File: src/rtl/soic_pkg.sv
// Constants for the start-up options and identity check register group.
// Assumes a 32-bit register bus addressed by word index (byte address / 4).
package soic_pkg;
    // Word indices; the byte address is four times the index
    localparam logic [5:0] IDX_FRAME_DATA = 6'h02;
    localparam logic [5:0] IDX_STATUS = 6'h07;
    localparam logic [5:0] IDX_DAISY = 6'h08;
    localparam logic [5:0] IDX_OPTIONS = 6'h09;
    localparam logic [5:0] IDX_MFW = 6'h0A;
    localparam logic [5:0] IDX_IV = 6'h0B;
    localparam logic [5:0] IDX_IDENT = 6'h0C;
    localparam logic [5:0] IDX_USER = 6'h0D;
    localparam logic [5:0] IDX_IRQ_STATUS = 6'h10;
    localparam logic [5:0] IDX_IRQ_ENABLE = 6'h11;
    localparam logic [5:0] IDX_IRQ_CLEAR = 6'h12;
    localparam logic [5:0] IDX_CONTROL = 6'h13;
    // Start-up options word layout
    localparam int OPT_EXT_CLK_BIT = 26;
    localparam int OPT_DRIVE_DONE_BIT = 24;
    localparam int OPT_RATE_LSB = 17;
    localparam int RATE_W = 6;
    localparam int OPT_DONE_LSB = 12;
    localparam int OPT_MATCH_LSB = 9;
    localparam int OPT_LOCK_LSB = 6;
    localparam int OPT_GTS_LSB = 3;
    localparam int OPT_GWE_LSB = 0;
    localparam logic [31:0] OPT_RESET = 32'h0000_3FEC;
    localparam logic [31:0] OPT_MASK = 32'h057E_7FFF;
    localparam logic [2:0] CODE_NO_WAIT = 3'h7;
    localparam logic [2:0] CODE_TRACK_DONE = 3'h6;
    localparam logic [2:0] LAST_PHASE = 3'h7;
    // Status word layout
    localparam int STAT_PHASE_LSB = 18;
    localparam int STAT_IDERR_BIT = 15;
    localparam int STAT_DONE_PIN_BIT = 14;
    localparam int STAT_DONE_BIT = 13;
    localparam int STAT_GWE_BIT = 6;
    localparam int STAT_GTS_BIT = 5;
    localparam int STAT_EOS_BIT = 4;
    localparam int STAT_MATCH_BIT = 3;
    localparam int STAT_LOCK_BIT = 2;
    // Interrupt bits and control bits
    localparam int IRQ_IDERR = 0;
    localparam int IRQ_EOS = 1;
    localparam int IRQ_W = 2;
    localparam int CTRL_START_BIT = 0;
    // Internal rate divider step in clk_i cycles per rate code unit
    localparam int DIV_UNIT = 2;
endpackage : soic_pkg

File: src/rtl/soic_rate_div.sv
// Configuration clock tick source: internal divider or external clock.
// Assumes the external clock input is already synchronous to clk_i.
`timescale 1ns/100ps
`default_nettype none
module soic_rate_div #(
    parameter int UNIT = soic_pkg::DIV_UNIT
) (
    input wire logic clk_i,
    input wire logic rst_i,
    input wire logic ext_sel_i,
    input wire logic ext_clk_i,
    input wire logic [5:0] rate_sel_i,
    output logic tick_o,
    output logic cfg_clock_o
);
    logic [15:0] cnt;
    logic [15:0] limit;
    logic ext_prev;
    logic next_tick;

    // Period grows with the rate code; code 0 is the fastest
    assign limit = 16'((32'(rate_sel_i) + 32'd1) * 32'(UNIT) - 32'd1);
    // External clock wins over the divider when selected
    assign next_tick = ext_sel_i ? (ext_clk_i && !ext_prev)
                                 : (cnt >= limit);

    // Divider counter and edge memory
    always_ff @(posedge clk_i) begin
        if (rst_i) begin
            cnt <= 16'h0000;
            ext_prev <= 1'b0;
        end else begin
            ext_prev <= ext_clk_i;
            cnt <= (ext_sel_i || cnt >= limit) ? 16'h0000 : cnt + 16'h0001;
        end
    end

    // Tick pulse and visible clock level
    always_ff @(posedge clk_i) begin
        if (rst_i) begin
            tick_o <= 1'b0;
            cfg_clock_o <= 1'b0;
        end else begin
            tick_o <= next_tick;
            if (next_tick) begin
                cfg_clock_o <= !cfg_clock_o;
            end
        end
    end
endmodule : soic_rate_div
`default_nettype wire

File: src/rtl/soic_phase_seq.sv
// Start-up phase sequencer: eight phases, stalls and release points.
// Assumes one tick_i pulse per configuration clock from the divider.
`timescale 1ns/100ps
`default_nettype none
module soic_phase_seq (
    input wire logic clk_i,
    input wire logic rst_i,
    input wire logic start_i,
    input wire logic tick_i,
    input wire logic [2:0] done_code_i,
    input wire logic [2:0] match_code_i,
    input wire logic [2:0] lock_code_i,
    input wire logic [2:0] gts_code_i,
    input wire logic [2:0] gwe_code_i,
    input wire logic match_ok_i,
    input wire logic lock_ok_i,
    output logic [2:0] phase_o,
    output logic [2:0] phase_gray_o,
    output logic done_rel_o,
    output logic gts_rel_o,
    output logic gwe_rel_o,
    output logic end_o
);
    logic running;
    logic stall;
    logic next_done;

    // Hold the phase while calibration or lock is awaited there
    assign stall = (match_code_i != soic_pkg::CODE_NO_WAIT
                    && phase_o == match_code_i && !match_ok_i)
                || (lock_code_i != soic_pkg::CODE_NO_WAIT
                    && phase_o == lock_code_i && !lock_ok_i);

    // Phase counter; a new start restarts from phase 0
    always_ff @(posedge clk_i) begin
        if (rst_i) begin
            running <= 1'b0;
            phase_o <= 3'h0;
        end else if (start_i) begin
            running <= 1'b1;
            phase_o <= 3'h0;
        end else if (running && tick_i && !stall
                     && phase_o != soic_pkg::LAST_PHASE) begin
            phase_o <= phase_o + 3'h1;
        end
    end

    // Code 000 means phase 1, so release once the phase passes the code
    assign next_done = phase_o > done_code_i;

    // Release flags, all taken from the same phase snapshot
    always_ff @(posedge clk_i) begin
        if (rst_i) begin
            done_rel_o <= 1'b0;
            gts_rel_o <= 1'b0;
            gwe_rel_o <= 1'b0;
        end else begin
            done_rel_o <= next_done;
            gts_rel_o <= (gts_code_i == soic_pkg::CODE_TRACK_DONE)
                         ? next_done : phase_o > gts_code_i;
            gwe_rel_o <= (gwe_code_i == soic_pkg::CODE_TRACK_DONE)
                         ? next_done : phase_o > gwe_code_i;
        end
    end

    assign phase_gray_o = phase_o ^ (phase_o >> 1);
    assign end_o = phase_o == soic_pkg::LAST_PHASE;
endmodule : soic_phase_seq
`default_nettype wire

File: src/rtl/soic_regs.sv
// Start-up options, daisy-chain output, cipher vector, user access value
// and identity check registers behind a classic Wishbone slave.
// Assumes a single clock domain and pins synchronous to clk_i.
// What this block does
// - Shift daisy-chain output register onto serial chain pin during daisy chaining.
// - Options bit 26 selects the external master configuration clock.
// - Options bit 24: 0 open-drain completion pin, 1 actively driven high.
// - Options bits 22:17 set the master configuration clock rate.
// - Options bits 14:12 pick completion release phase, codes 0-5 mean 1-6.
// - Options bits 11:9 pick impedance stall phase 0-6; 111 means none.
// - Options bits 8:6 pick clock-manager lock wait phase; 111 means none.
// - Options bits 5:3 pick tristate release phase; 110 follows completion.
// - Options bits 2:0 pick write-enable release phase; 110 follows completion.
// - Multi-frame write register feeds the compression path.
// - Cipher init vector register holds the decryption start vector.
// - Frame data is accepted only after a matching identity write.
// - Reading the identity register returns the built-in identity code.
// - User access register supplies the value seen by fabric logic.
// - Frame write without identity match sets status bit 15.
// - Status bits 20:18 report the phase in gray-style code.
//
// Design decision made here: the Wishbone interface to the registers.
`timescale 1ns/100ps
`default_nettype none
module soic_regs #(
    // Arbitrary neutral identity value
    parameter logic [31:0] IDENTITY = 32'h0A5C_3001,
    parameter int DIV_STEP = soic_pkg::DIV_UNIT
) (
    input wire logic clk_i,
    input wire logic rst_i,
    input wire logic cyc_i,
    input wire logic stb_i,
    input wire logic we_i,
    input wire logic [7:0] adr_i,
    input wire logic [3:0] sel_i,
    input wire logic [31:0] dat_i,
    output logic [31:0] dat_o,
    output logic ack_o,
    input wire logic daisy_chain_active_i,
    output logic serial_chain_o,
    input wire logic external_master_cfg_clock_i,
    output logic cfg_clock_o,
    input wire logic impedance_calibration_match_i,
    input wire logic clock_manager_locked_i,
    input wire logic done_pin_i,
    output logic done_o,
    output logic done_oe_o,
    output logic global_tristate_o,
    output logic global_write_enable_o,
    output logic [31:0] frame_data_o,
    output logic frame_data_valid_o,
    output logic [31:0] multi_frame_write_o,
    output logic multi_frame_write_valid_o,
    output logic [31:0] cipher_init_vector_o,
    output logic [31:0] user_access_value_o,
    output logic irq_o
);
    logic [31:0] startup_options;
    logic [31:0] daisy_chain_out;
    logic [31:0] next_rdata;
    logic [31:0] wmask;
    logic [5:0] idx;
    logic req;
    logic wr_fire;
    logic id_ok;
    logic id_error;
    logic start_pulse;
    logic cfg_tick;
    logic [2:0] phase;
    logic [2:0] phase_gray;
    logic done_rel;
    logic gts_rel;
    logic gwe_rel;
    logic seq_end;
    logic end_prev;
    logic [soic_pkg::IRQ_W-1:0] irq_status;
    logic [soic_pkg::IRQ_W-1:0] irq_enable;
    logic [soic_pkg::IRQ_W-1:0] irq_event;
    logic [31:0] status_word;

    assign idx = adr_i[7:2];
    assign req = cyc_i && stb_i && !ack_o;
    // Writes land on the edge where the master sees ack
    assign wr_fire = cyc_i && stb_i && we_i && ack_o;

    // Byte-lane mask built from the select lines
    always_comb begin
        for (int b = 0; b < 4; b++) begin
            wmask[8*b +: 8] = {8{sel_i[b]}};
        end
    end

    // One wait state per access, unmapped words answer too
    always_ff @(posedge clk_i) begin
        if (rst_i) begin
            ack_o <= 1'b0;
        end else begin
            ack_o <= req;
        end
    end

    // Start-up options word; reserved bits never stored
    always_ff @(posedge clk_i) begin
        if (rst_i) begin
            startup_options <= soic_pkg::OPT_RESET;
        end else if (wr_fire && idx == soic_pkg::IDX_OPTIONS) begin
            startup_options <= ((startup_options & ~wmask)
                                | (dat_i & wmask)) & soic_pkg::OPT_MASK;
        end
    end

    // Daisy-chain word shifts out MSB first on each config clock
    always_ff @(posedge clk_i) begin
        if (rst_i) begin
            daisy_chain_out <= 32'h0000_0000;
        end else if (wr_fire && idx == soic_pkg::IDX_DAISY) begin
            daisy_chain_out <= (daisy_chain_out & ~wmask) | (dat_i & wmask);
        end else if (daisy_chain_active_i && cfg_tick) begin
            daisy_chain_out <= {daisy_chain_out[30:0], 1'b0};
        end
    end

    // Pin stays low outside chaining so downstream devices see idle
    assign serial_chain_o = daisy_chain_active_i && daisy_chain_out[31];

    // Cipher vector and user access value hold until rewritten
    always_ff @(posedge clk_i) begin
        if (rst_i) begin
            cipher_init_vector_o <= 32'h0000_0000;
            user_access_value_o <= 32'h0000_0000;
        end else if (wr_fire) begin
            if (idx == soic_pkg::IDX_IV) begin
                cipher_init_vector_o <= (cipher_init_vector_o & ~wmask)
                                        | (dat_i & wmask);
            end
            if (idx == soic_pkg::IDX_USER) begin
                user_access_value_o <= (user_access_value_o & ~wmask)
                                       | (dat_i & wmask);
            end
        end
    end

    // Multi-frame write hands each word to the compression path
    always_ff @(posedge clk_i) begin
        if (rst_i) begin
            multi_frame_write_o <= 32'h0000_0000;
            multi_frame_write_valid_o <= 1'b0;
        end else begin
            multi_frame_write_valid_o <= wr_fire
                                         && idx == soic_pkg::IDX_MFW;
            if (wr_fire && idx == soic_pkg::IDX_MFW) begin
                multi_frame_write_o <= dat_i & wmask;
            end
        end
    end

    // Identity match latch; a mismatching write revokes it
    always_ff @(posedge clk_i) begin
        if (rst_i) begin
            id_ok <= 1'b0;
        end else if (wr_fire && idx == soic_pkg::IDX_IDENT) begin
            id_ok <= (dat_i & wmask) == IDENTITY;
        end
    end

    // Frame data passes only behind a good identity check
    always_ff @(posedge clk_i) begin
        if (rst_i) begin
            frame_data_o <= 32'h0000_0000;
            frame_data_valid_o <= 1'b0;
        end else begin
            frame_data_valid_o <= wr_fire && id_ok
                                  && idx == soic_pkg::IDX_FRAME_DATA;
            if (wr_fire && id_ok && idx == soic_pkg::IDX_FRAME_DATA) begin
                frame_data_o <= dat_i & wmask;
            end
        end
    end

    // Error flag: a bad frame write sets it, a good identity clears it,
    // and the set wins when both land together
    always_ff @(posedge clk_i) begin
        if (rst_i) begin
            id_error <= 1'b0;
        end else if (wr_fire && !id_ok
                     && idx == soic_pkg::IDX_FRAME_DATA) begin
            id_error <= 1'b1;
        end else if (wr_fire && idx == soic_pkg::IDX_IDENT
                     && (dat_i & wmask) == IDENTITY) begin
            id_error <= 1'b0;
        end
    end

    // Control register: start is a self-clearing strobe
    assign start_pulse = wr_fire && idx == soic_pkg::IDX_CONTROL
                         && sel_i[0] && dat_i[soic_pkg::CTRL_START_BIT];

    soic_rate_div #(
        .UNIT(DIV_STEP)
    ) u_div (
        .clk_i(clk_i),
        .rst_i(rst_i),
        .ext_sel_i(startup_options[soic_pkg::OPT_EXT_CLK_BIT]),
        .ext_clk_i(external_master_cfg_clock_i),
        .rate_sel_i(startup_options[soic_pkg::OPT_RATE_LSB +:
                                    soic_pkg::RATE_W]),
        .tick_o(cfg_tick),
        .cfg_clock_o(cfg_clock_o)
    );

    soic_phase_seq u_seq (
        .clk_i(clk_i),
        .rst_i(rst_i),
        .start_i(start_pulse),
        .tick_i(cfg_tick),
        .done_code_i(startup_options[soic_pkg::OPT_DONE_LSB +: 3]),
        .match_code_i(startup_options[soic_pkg::OPT_MATCH_LSB +: 3]),
        .lock_code_i(startup_options[soic_pkg::OPT_LOCK_LSB +: 3]),
        .gts_code_i(startup_options[soic_pkg::OPT_GTS_LSB +: 3]),
        .gwe_code_i(startup_options[soic_pkg::OPT_GWE_LSB +: 3]),
        .match_ok_i(impedance_calibration_match_i),
        .lock_ok_i(clock_manager_locked_i),
        .phase_o(phase),
        .phase_gray_o(phase_gray),
        .done_rel_o(done_rel),
        .gts_rel_o(gts_rel),
        .gwe_rel_o(gwe_rel),
        .end_o(seq_end)
    );

    // Completion pin: open drain pulls low until release; driven style
    // also drives high once released, risking contention on shared lines
    assign done_oe_o = startup_options[soic_pkg::OPT_DRIVE_DONE_BIT]
                       || !done_rel;
    assign done_o = startup_options[soic_pkg::OPT_DRIVE_DONE_BIT]
                    && done_rel;
    assign global_tristate_o = !gts_rel;
    assign global_write_enable_o = gwe_rel;

    // Event edges for the interrupt status
    always_ff @(posedge clk_i) begin
        if (rst_i) begin
            end_prev <= 1'b0;
        end else begin
            end_prev <= seq_end;
        end
    end
    assign irq_event[soic_pkg::IRQ_IDERR] = wr_fire && !id_ok
                                            && idx == soic_pkg::IDX_FRAME_DATA;
    assign irq_event[soic_pkg::IRQ_EOS] = seq_end && !end_prev;

    // Sticky status with write-one-to-clear; a new event beats the clear
    always_ff @(posedge clk_i) begin
        if (rst_i) begin
            irq_status <= '0;
            irq_enable <= '0;
        end else begin
            irq_status <= (irq_status
                           & ~((wr_fire && idx == soic_pkg::IDX_IRQ_CLEAR)
                               ? dat_i[soic_pkg::IRQ_W-1:0] & {2{sel_i[0]}}
                               : '0))
                          | irq_event;
            if (wr_fire && idx == soic_pkg::IDX_IRQ_ENABLE && sel_i[0]) begin
                irq_enable <= dat_i[soic_pkg::IRQ_W-1:0];
            end
        end
    end
    assign irq_o = |(irq_status & irq_enable);

    // Configuration status word
    always_comb begin
        status_word = 32'h0000_0000;
        status_word[soic_pkg::STAT_PHASE_LSB +: 3] = phase_gray;
        status_word[soic_pkg::STAT_IDERR_BIT] = id_error;
        status_word[soic_pkg::STAT_DONE_PIN_BIT] = done_pin_i;
        status_word[soic_pkg::STAT_DONE_BIT] = done_rel;
        status_word[soic_pkg::STAT_GWE_BIT] = gwe_rel;
        status_word[soic_pkg::STAT_GTS_BIT] = gts_rel;
        status_word[soic_pkg::STAT_EOS_BIT] = seq_end;
        status_word[soic_pkg::STAT_MATCH_BIT] = impedance_calibration_match_i;
        status_word[soic_pkg::STAT_LOCK_BIT] = clock_manager_locked_i;
    end

    // Read mux; write-only words and holes read zero
    always_comb begin
        next_rdata = 32'h0000_0000;
        unique case (idx)
            soic_pkg::IDX_STATUS: next_rdata = status_word;
            soic_pkg::IDX_OPTIONS: next_rdata = startup_options;
            soic_pkg::IDX_IDENT: next_rdata = IDENTITY;
            soic_pkg::IDX_USER: next_rdata = user_access_value_o;
            soic_pkg::IDX_IRQ_STATUS: next_rdata = 32'(irq_status);
            soic_pkg::IDX_IRQ_ENABLE: next_rdata = 32'(irq_enable);
            default: next_rdata = 32'h0000_0000;
        endcase
    end

    // Read data registered with the ack
    always_ff @(posedge clk_i) begin
        if (rst_i) begin
            dat_o <= 32'h0000_0000;
        end else if (req && !we_i) begin
            dat_o <= next_rdata;
        end
    end
endmodule : soic_regs
`default_nettype wire

File: config.mk
export PLATFORM = sky130hd
export DESIGN_NAME = soic_regs
export DESIGN_NICKNAME = d
export VERILOG_FILES = /design/src/rtl/soic_pkg.sv /design/src/rtl/soic_rate_div.sv /design/src/rtl/soic_phase_seq.sv /design/src/rtl/soic_regs.sv
export SDC_FILE = /design/constraint.sdc
export NUM_CORES = 1
export LEC_CHECK = 0
export BUFFER_PORTS_ARGS = -buffer_cell sky130_fd_sc_hd__buf_2
export CAP_MARGIN = 20
export CORE_MARGIN = 4
export CORE_UTILIZATION = 50
export CTS_CLUSTER_DIAMETER = 40
export CTS_CLUSTER_SIZE = 25
export DETAILED_ROUTE_END_ITERATION = 6
export GPL_TIMING_DRIVEN = 0
export PLACE_DENSITY = 0.75
export RECOVER_POWER = 50
export REMOVE_ABC_BUFFERS = 1
export SYNTH_ARGS = -nofsm -noshare
export SYNTH_HDL_FRONTEND = slang
export SYNTH_SLANG_ARGS = --single-unit
File: constraint.sdc
create_clock -name clk_i -period 3.17 [get_ports clk_i]
set_clock_uncertainty 0.05 [all_clocks]
set_input_delay 0.1585 -clock clk_i [delete_from_list [all_inputs] [get_ports clk_i]]
set_output_delay 0.1585 -clock clk_i [all_outputs]
set_load 0.1 [all_outputs]
==> summary.md, run 1 <==
| Metric | Value |
|---|---|
| Worst Path Required | `3.49 ns` |
| Post-DR vias/cell | `5.79` |
| CTS tree | `built` |
| Reg2Reg Setup Slack | `0.12 ns` |
| Total design power | `7.95 mW` |
| Post-synthesis register bit count | `251` |
| CP startpoint | `adr_i[3]` |
| Post-synthesis sequential area ratio | `45.7%` |
| Share of cells above drive strength 1 | `10.1%` |
| Crit path DAT | `3.37 ns` |
| Pre-Repair DR Iteration Count | `7` |
| First-pass GRT wire length | `53,200 um` |
| Yosys warns | `0` |
| Critical-path cell list | `dlygate4sd3_1, buf_2, and2b_2, nor4b_2, buf_8, nand3_1, mux2i_1, nor2_1` |
| CTS sink cnt | `251` |
| Die X-Extent | `156 um` |
| Clock transition at path regs | `0.07 ns` |
| Synth top area cells | `dfxtp_1, nand2_1, a21oi_1` |
| Dpl ws | `-0.499 ns` |
| IO Port Bufs | `221` |
| Post-route clock period utilization | `96.1%` |
| CP max FO | `15` |
| Wire per inst | `18.9 um` |
| Post-Place Cells | `1,714` |
| Synth area leader | `dfxtp_1` |
| Remaining Overflow, GRT | `0` |
| Final Util | `62.6%` |
| Max-slew violations | `33` |
| Max VDD drop | `0.359 mV` |
| Starting Density | `50.6%` |
| Total track usage | `26.8%` |
| Max-slew headroom | `-6.70%` |
| Syn avg cell area | `8.46 sq um` |
| Worst-Margin Slew | `1.60 ns` |
| P_leak | `5.41 nW` |
| Ys flop type | `dfxtp_1` |
| Cts bufs inserted | `35` |
| Root buffer cell | `clkbuf_16` |
| Via Count | `10.5k` |
| Fmax | `0.328 GHz` |
| Non-filler cells, final | `1,819` |
| PwrDens | `583 nW/um^2` |
| Final setup viols | `0` |
| Failing checks | `max-capacitance violations, max-slew violations` |
| Hold_ws | `0.0454 ns` |
| Unrepaired setup endpoints after global routing | `true` |
| R2R cell count | `12` |
| Initial antenna violation count | `0` |
| Cells after Synth | `1,301` |
| CP Launch Type | `primary input` |
| Site row count | `54` |
| Detailed Route Iter0 Violations | `878` |
| HP Start | `adr_i[2]` |
| Status | `finished, violations left` |
| DRC | `0` |
| Kind of cell adding the most delay to the critical path | `simple AND/OR/NAND/NOR gates` |
| Levels on crit path | `8` |
| Critical Setup Path Class | `in2reg` |
| Final WL | `34,400 um` |
| Distinct cells, synth | `64` |
| Fillers | `1,938` |
| Nets | `1,600` |
| CTS H-tree depth | `2` |
| Fin. Hold Viols | `0` |
| Post-route ant nets | `0` |
| EDFF count, synth | `0` |
| Core Region | `21,800 sq um` |
| Worst-Skew Late Latency | `0.51 ns` |
| GPL Wtd Cong | `0.863` |
| Post-DP HPWL | `22,000 um` |
| Setup WS post-layout | `0.123 ns` |
| Total I/O pin count | `224` |
| Reg2Reg Capture Point | `u_div.cnt[5]` |
| Max_cap viols | `1` |
| Top cell type's share of synthesized area | `45.7%` |
| Number of global-route vias before repair | `9,989` |
| Worst path bufs/invs | `3` |
| Worst Setup End Kind | `flop` |
| Cell Area, Synth | `11,000 sq um` |
| Largest stage delay, worst path | `0.99 ns` |
| Ys async rst share | `0%` |
| Tmin final | `3.05 ns` |
| Area delta synth->final | `23.9%` |
| Die ar. | `24,400 sq um` |
| Slowest CP cell | `nor4b_2` |
| Largest net degree at the start of global routing | `160` |
| Die Ht | `156 um` |
| HP Class | `in2reg` |
| Max clock buf depth | `3` |
cell families (layout without fill, tap and decap cells):
group	count (synthesis)	count (layout)	synth area share, %
AND/OR/NAND/NOR	597	597	26.4
flip-flops	251	251	45.7
AO/OA/AOI/OAI	213	213	11.6
buffers and inverters	115	352	4.45
multiplexers	68	68	6.26
adder cells (fa/ha/maj)	30	30	3.41
XOR/XNOR	27	27	2.15
other	0	1	0
cells in the final DEF (no fill, tap or decap), types with 5 or more instances in the layout:
master         count
a21oi_1          131
clkbuf_1         172
nor4_1            35
a311oi_1           5
xnor2_1           13
dfxtp_1          248
mux2i_1           62
o21ai_0           10
nand4_1            9
nand2b_1           5
a22oi_1            7
clkinv_2           5
clkbuf_16         35
nor3_1            42
nand2_1          205
xor2_1            14
and3_1             6
nor3b_1           31
buf_2             49
mux2_2             6
inv_1             20
buf_4              5
nand3_1          108
a22o_1            11
a21o_1            14
and2_1            12
dlygate4sd3_1     40
ha_1              28
a31oi_1            5
nor2_1           107
metrics by stage:
stage | TNS [ns] | instance area, sq um
global placement | -115.57 | 12000
detailed placement | -9.71 | 12200
global route | -0.679 | 13600
floorplan | -2.38 | 10600
finish | 0 | 13600
CTS | 0 | 13800
cell type report:
class	count	area (sq um)	area share [%]
flip-flops and latches	251	5030	36.9
clock buffers	37	893	6.56
well taps	280	350	2.57
repair buffers	273	1470	10.8
clock inverters	22	264	1.94
inverters	20	75.1	0.551
diodes	1	2.50	0.0184
multi-input cells	935	5550	40.7
how the worst min path moves through the flow:
stage                                      endpoint  slack [ns]  cells after the start
after CTS                 multi_frame_write_valid_o        0.03                      2
after floorplan                                flop        0.18                      1
final                     multi_frame_write_valid_o        0.05                      2
after detailed placement             u_div.ext_prev        0.35                      2
after global routing      multi_frame_write_valid_o        0.07                      2
after global placement               u_div.ext_prev        0.33                      2
Yosys cell counts (3+ instances only):
cell and number:
a211oi_1 3, a21o_1 14, a21oi_1 132, a22o_1 11, a22oi_1 7, a311oi_1 5
a31oi_1 5, and2_1 13, and3_1 9, and4_1 4, buf_2 21, clkbuf_1 68
dfxtp_1 251, ha_1 30, inv_1 20, mux2_2 6, mux2i_1 62, nand2_1 205
nand2b_1 5, nand3_1 108, nand4_1 9, nor2_1 107, nor2b_1 4, nor3_1 43
nor3b_1 31, nor4_1 37, o211ai_1 3, o21ai_0 12, or3_1 3, or4_1 3
xnor2_1 13, xor2_1 14
layer usage:
layer	track usage, %	share of wire, %
met3	4.92	7.4
met1	35.7	43
met4	8.47	2.0
met2	44.4	48
met5	0	0
timing repair:
item                       in CTS  in global routing
setup endpoints to repair      27                 18
resized for setup               7                  8
pin swaps                       2                  1
buffers inserted                2                  2
hold endpoints to repair      130                  0
hold buffers                   40                  0
power by group:
part           internal [mW]  switching, mW
registers               3.27         0.0773
clock network           2.40           1.48
logic                  0.239          0.477
total                   5.91           2.04
Power figures use the tool's default switching activity.
==> run 2: changes to the inputs <==
- PLACE_DENSITY: 0.75 -> 0.74
- SYNTH_HIERARCHICAL: not set -> 1
==> summary.md, run 2 <==
| Metric | Value |
|---|---|
| Fmax | `0.320 GHz` |
| Wire per inst | `19.2 um` |
| Slowest CP cell | `a2111oi_4` |
| Post-route clock period utilization | `98.5%` |
| Root buffer cell | `clkbuf_16` |
| Max clock buf depth | `3` |
| Tmin final | `3.12 ns` |
| Syn avg cell area | `8.89 sq um` |
| Area of the multi-input gates | `5770 sq um` |
| Cells after Synth | `1,257` |
| Final setup viols | `0` |
| Die X-Extent | `158 um` |
| Register Area | `5030 sq um` |
| Nets | `1,566` |
| Fillers | `1,913` |
| Commonest non-fill, non-tap cell in the layout | `dfxtp_1` |
| Worst path bufs/invs | `1` |
| Die ar. | `24,800 sq um` |
| CP max FO | `8` |
| PwrDens | `606 nW/um^2` |
| Fin. Hold Viols | `0` |
| Max-slew violations | `11` |
| Most frequent CP cell | `ha_4` |
| Yosys warns | `6` |
| DRC | `0` |
| CTS H-tree depth | `2` |
| GPL Wtd Cong | `0.871` |
| Post-route ant nets | `0` |
| R2R cell count | `12` |
| Site row count | `54` |
| Starting Density | `51.1%` |
| Worst Path Required | `3.56 ns` |
| Worst Setup End Kind | `flop` |
| Via Count | `10.5k` |
| Clock transition at path regs | `0.06 ns` |
| CTS sink cnt | `251` |
| Share of cells above drive strength 1 | `12.9%` |
| CTS tree | `built` |
| Setup WS post-layout | `0.0482 ns` |
| Hold_ws | `0.0511 ns` |
| Status | `finished, violations left` |
| Largest stage delay, worst path | `0.44 ns` |
| Worst-Skew Late Latency | `0.51 ns` |
| Hold path depth | `2` |
| Largest net degree at the start of global routing | `122` |
| Failing checks | `max-capacitance violations, max-slew violations` |
| Final Util | `65.1%` |
| Number of global-route vias before repair | `9,738` |
| Post-DP HPWL | `22,100 um` |
| Total I/O pin count | `224` |
| Levels on crit path | `12` |
| Pre-Repair DR Iteration Count | `5` |
| Die Ht | `158 um` |
| Max-slew headroom | `-35.6%` |
| Crit path DAT | `3.51 ns` |
| Reg2Reg Setup Slack | `0.05 ns` |
| Remaining Overflow, GRT | `0` |
| Critical-path cell list | `ha_4, xor2_1, or3_4, nor3_4, o21ai_4, ha_4, a21oi_2, a211oi_2, a2111oi_4, buf_4, nand3_4, nor2_2` |
| Unrepaired setup endpoints after global routing | `true` |
| Final WL | `34,400 um` |
| IO Port Bufs | `221` |
| Worst-Margin Slew | `2.01 ns` |
| Dpl ws | `-0.435 ns` |
| HP Class | `in2reg` |
| Core Region | `21,900 sq um` |
| Total track usage | `26.6%` |
| Area delta synth->final | `27.4%` |
| CP Launch Type | `flop` |
| Critical Setup Path Class | `reg2reg` |
| Kind of cell adding the most delay to the critical path | `compound AO/OA/AOI/OAI gates` |
| Initial antenna violation count | `0` |
| ANT cells | `0` |
| Detailed Route Iter0 Violations | `843` |
| Post-DR vias/cell | `5.83` |
| Max VDD drop | `0.351 mV` |
| P_leak | `5.54 nW` |
| Cts bufs inserted | `38` |
| First-pass GRT wire length | `53,300 um` |
| Cell Area, Synth | `11,200 sq um` |
| Most frequent cells in the layout | `dfxtp_1, clkbuf_1, nand3_1, nand2_1, a21oi_1` |
| Max_cap viols | `1` |
[run 2: report_power, final]
part	switching, mW	internal, mW
Combinational	0.508	0.248
Sequential	0.0792	3.28
Clock	1.55	2.97
[run 2: timing repair]
item,in CTS,in global routing
pin swaps,1,10
buffers inserted,0,4
hold buffers,39,0
cloned,0,1
hold endpoints to repair,126,0
setup endpoints to repair,18,19
gates resized for setup,9,27
[run 2: worst register-to-register path: stages (launching register included)]
cell and delay [ns]:
dfxtp_4 0.37, ha_4 0.18, xor2_1 0.14, or3_4 0.37, nor3_4 0.21, o21ai_4 0.20, ha_4 0.32, a21oi_2 0.16
a211oi_2 0.11, a2111oi_4 0.44, buf_4 0.20, nand3_4 0.18, nor2_2 0.14
[run 2: layout make-up]
cell class	count	share of cell area (%)
timing repair buffer	278	10.6
clock buffer	43	7.10
sequential	251	35.3
multi-input combinational	865	40.5
inverter	50	1.32
tap	280	2.46
clock inverter	26	2.62
[run 2: path summary, 6_finish.rpt]
path | from | to
max | flop | u_div/cnt[15]
min | rst_i | irq_enable[0]
max reg2reg | flop | u_div/cnt[15]
min reg2reg | dat_o[6] | dat_o[6]
[run 2: routing by layer]
metal	GRT usage (%)	wire length, um
met5	0	0
met4	8.32	901
met3	5.39	2920
met2	42.9	16300
met1	36.0	14300
[run 2: through the flow]
| stage | instances | TNS [ns] | area [sq um] | power, mW |
|---|---|---|---|---|
| after global placement | 1666 | -286.55 | 12200 | 4.07 |
| final | 1793 | 0 | 14200 | 8.63 |
| after detailed placement | 1679 | -6.93 | 12400 | 4.10 |
| after floorplan | 1165 | -84.08 | 10800 | 3.79 |
| after global routing | 1793 | -0.645 | 14200 | 8.90 |
| after CTS | 1787 | 0 | 14300 | 8.65 |
==> run 3: changes to the inputs <==
- ABC_AREA: not set -> 0
- CTS_BUF_LIST: not set -> sky130_fd_sc_hd__clkbuf_16
- PLACE_DENSITY: 0.74 -> 0.75
==> summary.md, run 3 (synthesis results as in run 2) <==
| Metric | Value |
|---|---|
| Cts bufs inserted | `37` |
| PwrDens | `584 nW/um^2` |
| ANT cells | `0` |
| Clock transition at path regs | `0.06 ns` |
| Die ar. | `24,800 sq um` |
| Worst-Skew Late Latency | `0.51 ns` |
| Hold_ws | `0.00705 ns` |
| Core Region | `21,900 sq um` |
| Site row count | `54` |
| CTS tree | `built` |
| Setup TNS | `0 ns` |
| HP Class | `in2reg` |
| Via Count | `10.5k` |
| Share of cells above drive strength 1 | `12.0%` |
| Max clock buf depth | `3` |
| Post-DR vias/cell | `5.86` |
| Remaining Overflow, GRT | `0` |
| Final setup viols | `0` |
| Starting Density | `51.1%` |
| CP Launch Type | `flop` |
| Die X-Extent | `158 um` |
| Initial antenna violation count | `0` |
| Detailed Route Iter0 Violations | `816` |
| CP max FO | `8` |
| Pre-Repair DR Iteration Count | `7` |
| P_leak | `5.53 nW` |
| Most frequent cells in the layout | `dfxtp_1, clkbuf_1, nand3_1, nor2_1, nand2_1` |
| DRC | `7` |
| Die Ht | `158 um` |
| Commonest non-fill, non-tap cell in the layout | `dfxtp_1` |
| Tmin final | `3.10 ns` |
| GPL Wtd Cong | `0.860` |
| Final Util | `64.6%` |
| Number of global-route vias before repair | `9,904` |
| Nets | `1,567` |
| Final WL | `34,400 um` |
| Max_cap viols | `0` |
| Root buffer cell | `clkbuf_16` |
| CTS H-tree depth | `2` |
| Worst Setup End Kind | `flop` |
| CTS sink cnt | `251` |
| Total I/O pin count | `224` |
| Max-slew headroom | `7.68%` |
| IO Port Bufs | `221` |
| Failing checks | `design-rule violations` |
| Post-DP HPWL | `22,400 um` |
| First-pass GRT wire length | `52,500 um` |
| Status | `finished, violations left` |
| Fmax | `0.323 GHz` |
| Unrepaired setup endpoints after global routing | `true` |
| Area delta synth->final | `26.5%` |
| Max-slew violations | `0` |
| Fin. Hold Viols | `0` |
| Wire per inst | `19.2 um` |
| Crit path DAT | `3.44 ns` |
| Worst Path Required | `3.51 ns` |
| Max VDD drop | `0.430 mV` |
| Worst-Margin Slew | `1.38 ns` |
| Critical Setup Path Class | `reg2reg` |
| Post-route ant nets | `0` |
| Post-route clock period utilization | `97.8%` |
| Largest net degree at the start of global routing | `106` |
| Total track usage | `26.1%` |
## run 3: layer usage
layer | track usage (%) | up-vias | share of wire [%]
met2 | 42.9 | 433 | 48
met5 | 0 | - | 0
li1 | - | 4956 | -
met3 | 5.50 | 75 | 8.3
met1 | 34.7 | 5038 | 41
met4 | 8.28 | 0 | 2.4
## run 3: critical path: stages (launching register included)
cell	delay (ns)
dfxtp_4	0.37
ha_4	0.18
xor2_1	0.14
or3_4	0.41
nor3_4	0.20
o21ai_4	0.19
ha_4	0.36
nand4_4	0.17
a211oi_4	0.29
a2111oi_4	0.11
and2_4	0.18
a311o_1	0.34
## run 3: final cells by class
type                       instances  area, sq um
tap                              280          350
sequential                       251         5030
timing repair buffer             280         1550
multi-input combinational        865         5770
clock buffer                      39          976
inverter                          50          188
fill                            1908         7750
clock inverter                    28          279
## run 3: final timing paths
path	cells past startpoint	startpoint	endpoint	slack, ns
worst max-delay path	11	flop	u_div/cfg_clock_o	0.07
worst min-delay path	3	dat_i[1]	multi_frame_write_o[1]	0.007
worst max register to register	11	flop	u_div/cfg_clock_o	0.07
worst min register to register	2	dat_o[5]	dat_o[5]	0.40
## run 3: timing repair
| item | CTS | global route |
|---|---|---|
| cloned | 0 | 1 |
| resized for setup | 6 | 25 |
| hold buffers | 38 | 0 |
| pin swaps | 0 | 11 |
| endpoints found under the hold margin | 110 | 0 |
| setup endpoints to repair | 18 | 27 |
| setup buffers | 0 | 9 |
## run 3: metrics by stage
step           worst slack [ns]  instance area, sq um  total power [mW]  cells
4_1_cts                  0.0684                 14100              8.23   1784
6_report                 0.0702                 14100              8.26   1793
5_1_grt                 -0.0719                 14100              8.55   1793
3_3_place_gp              -4.95                 12200              4.07   1666
3_5_place_dp             -0.395                 12500              4.10   1679
2_1_floorplan             -2.41                 10800              3.79   1165
## run 3: power breakdown
| part | switching, mW | internal, mW | total, mW |
|---|---|---|---|
| logic | 0.521 | 0.287 | 0.807 |
| registers | 0.0800 | 3.28 | 3.36 |
| clock network | 1.51 | 2.59 | 4.10 |
| total | 2.11 | 6.15 | 8.26 |
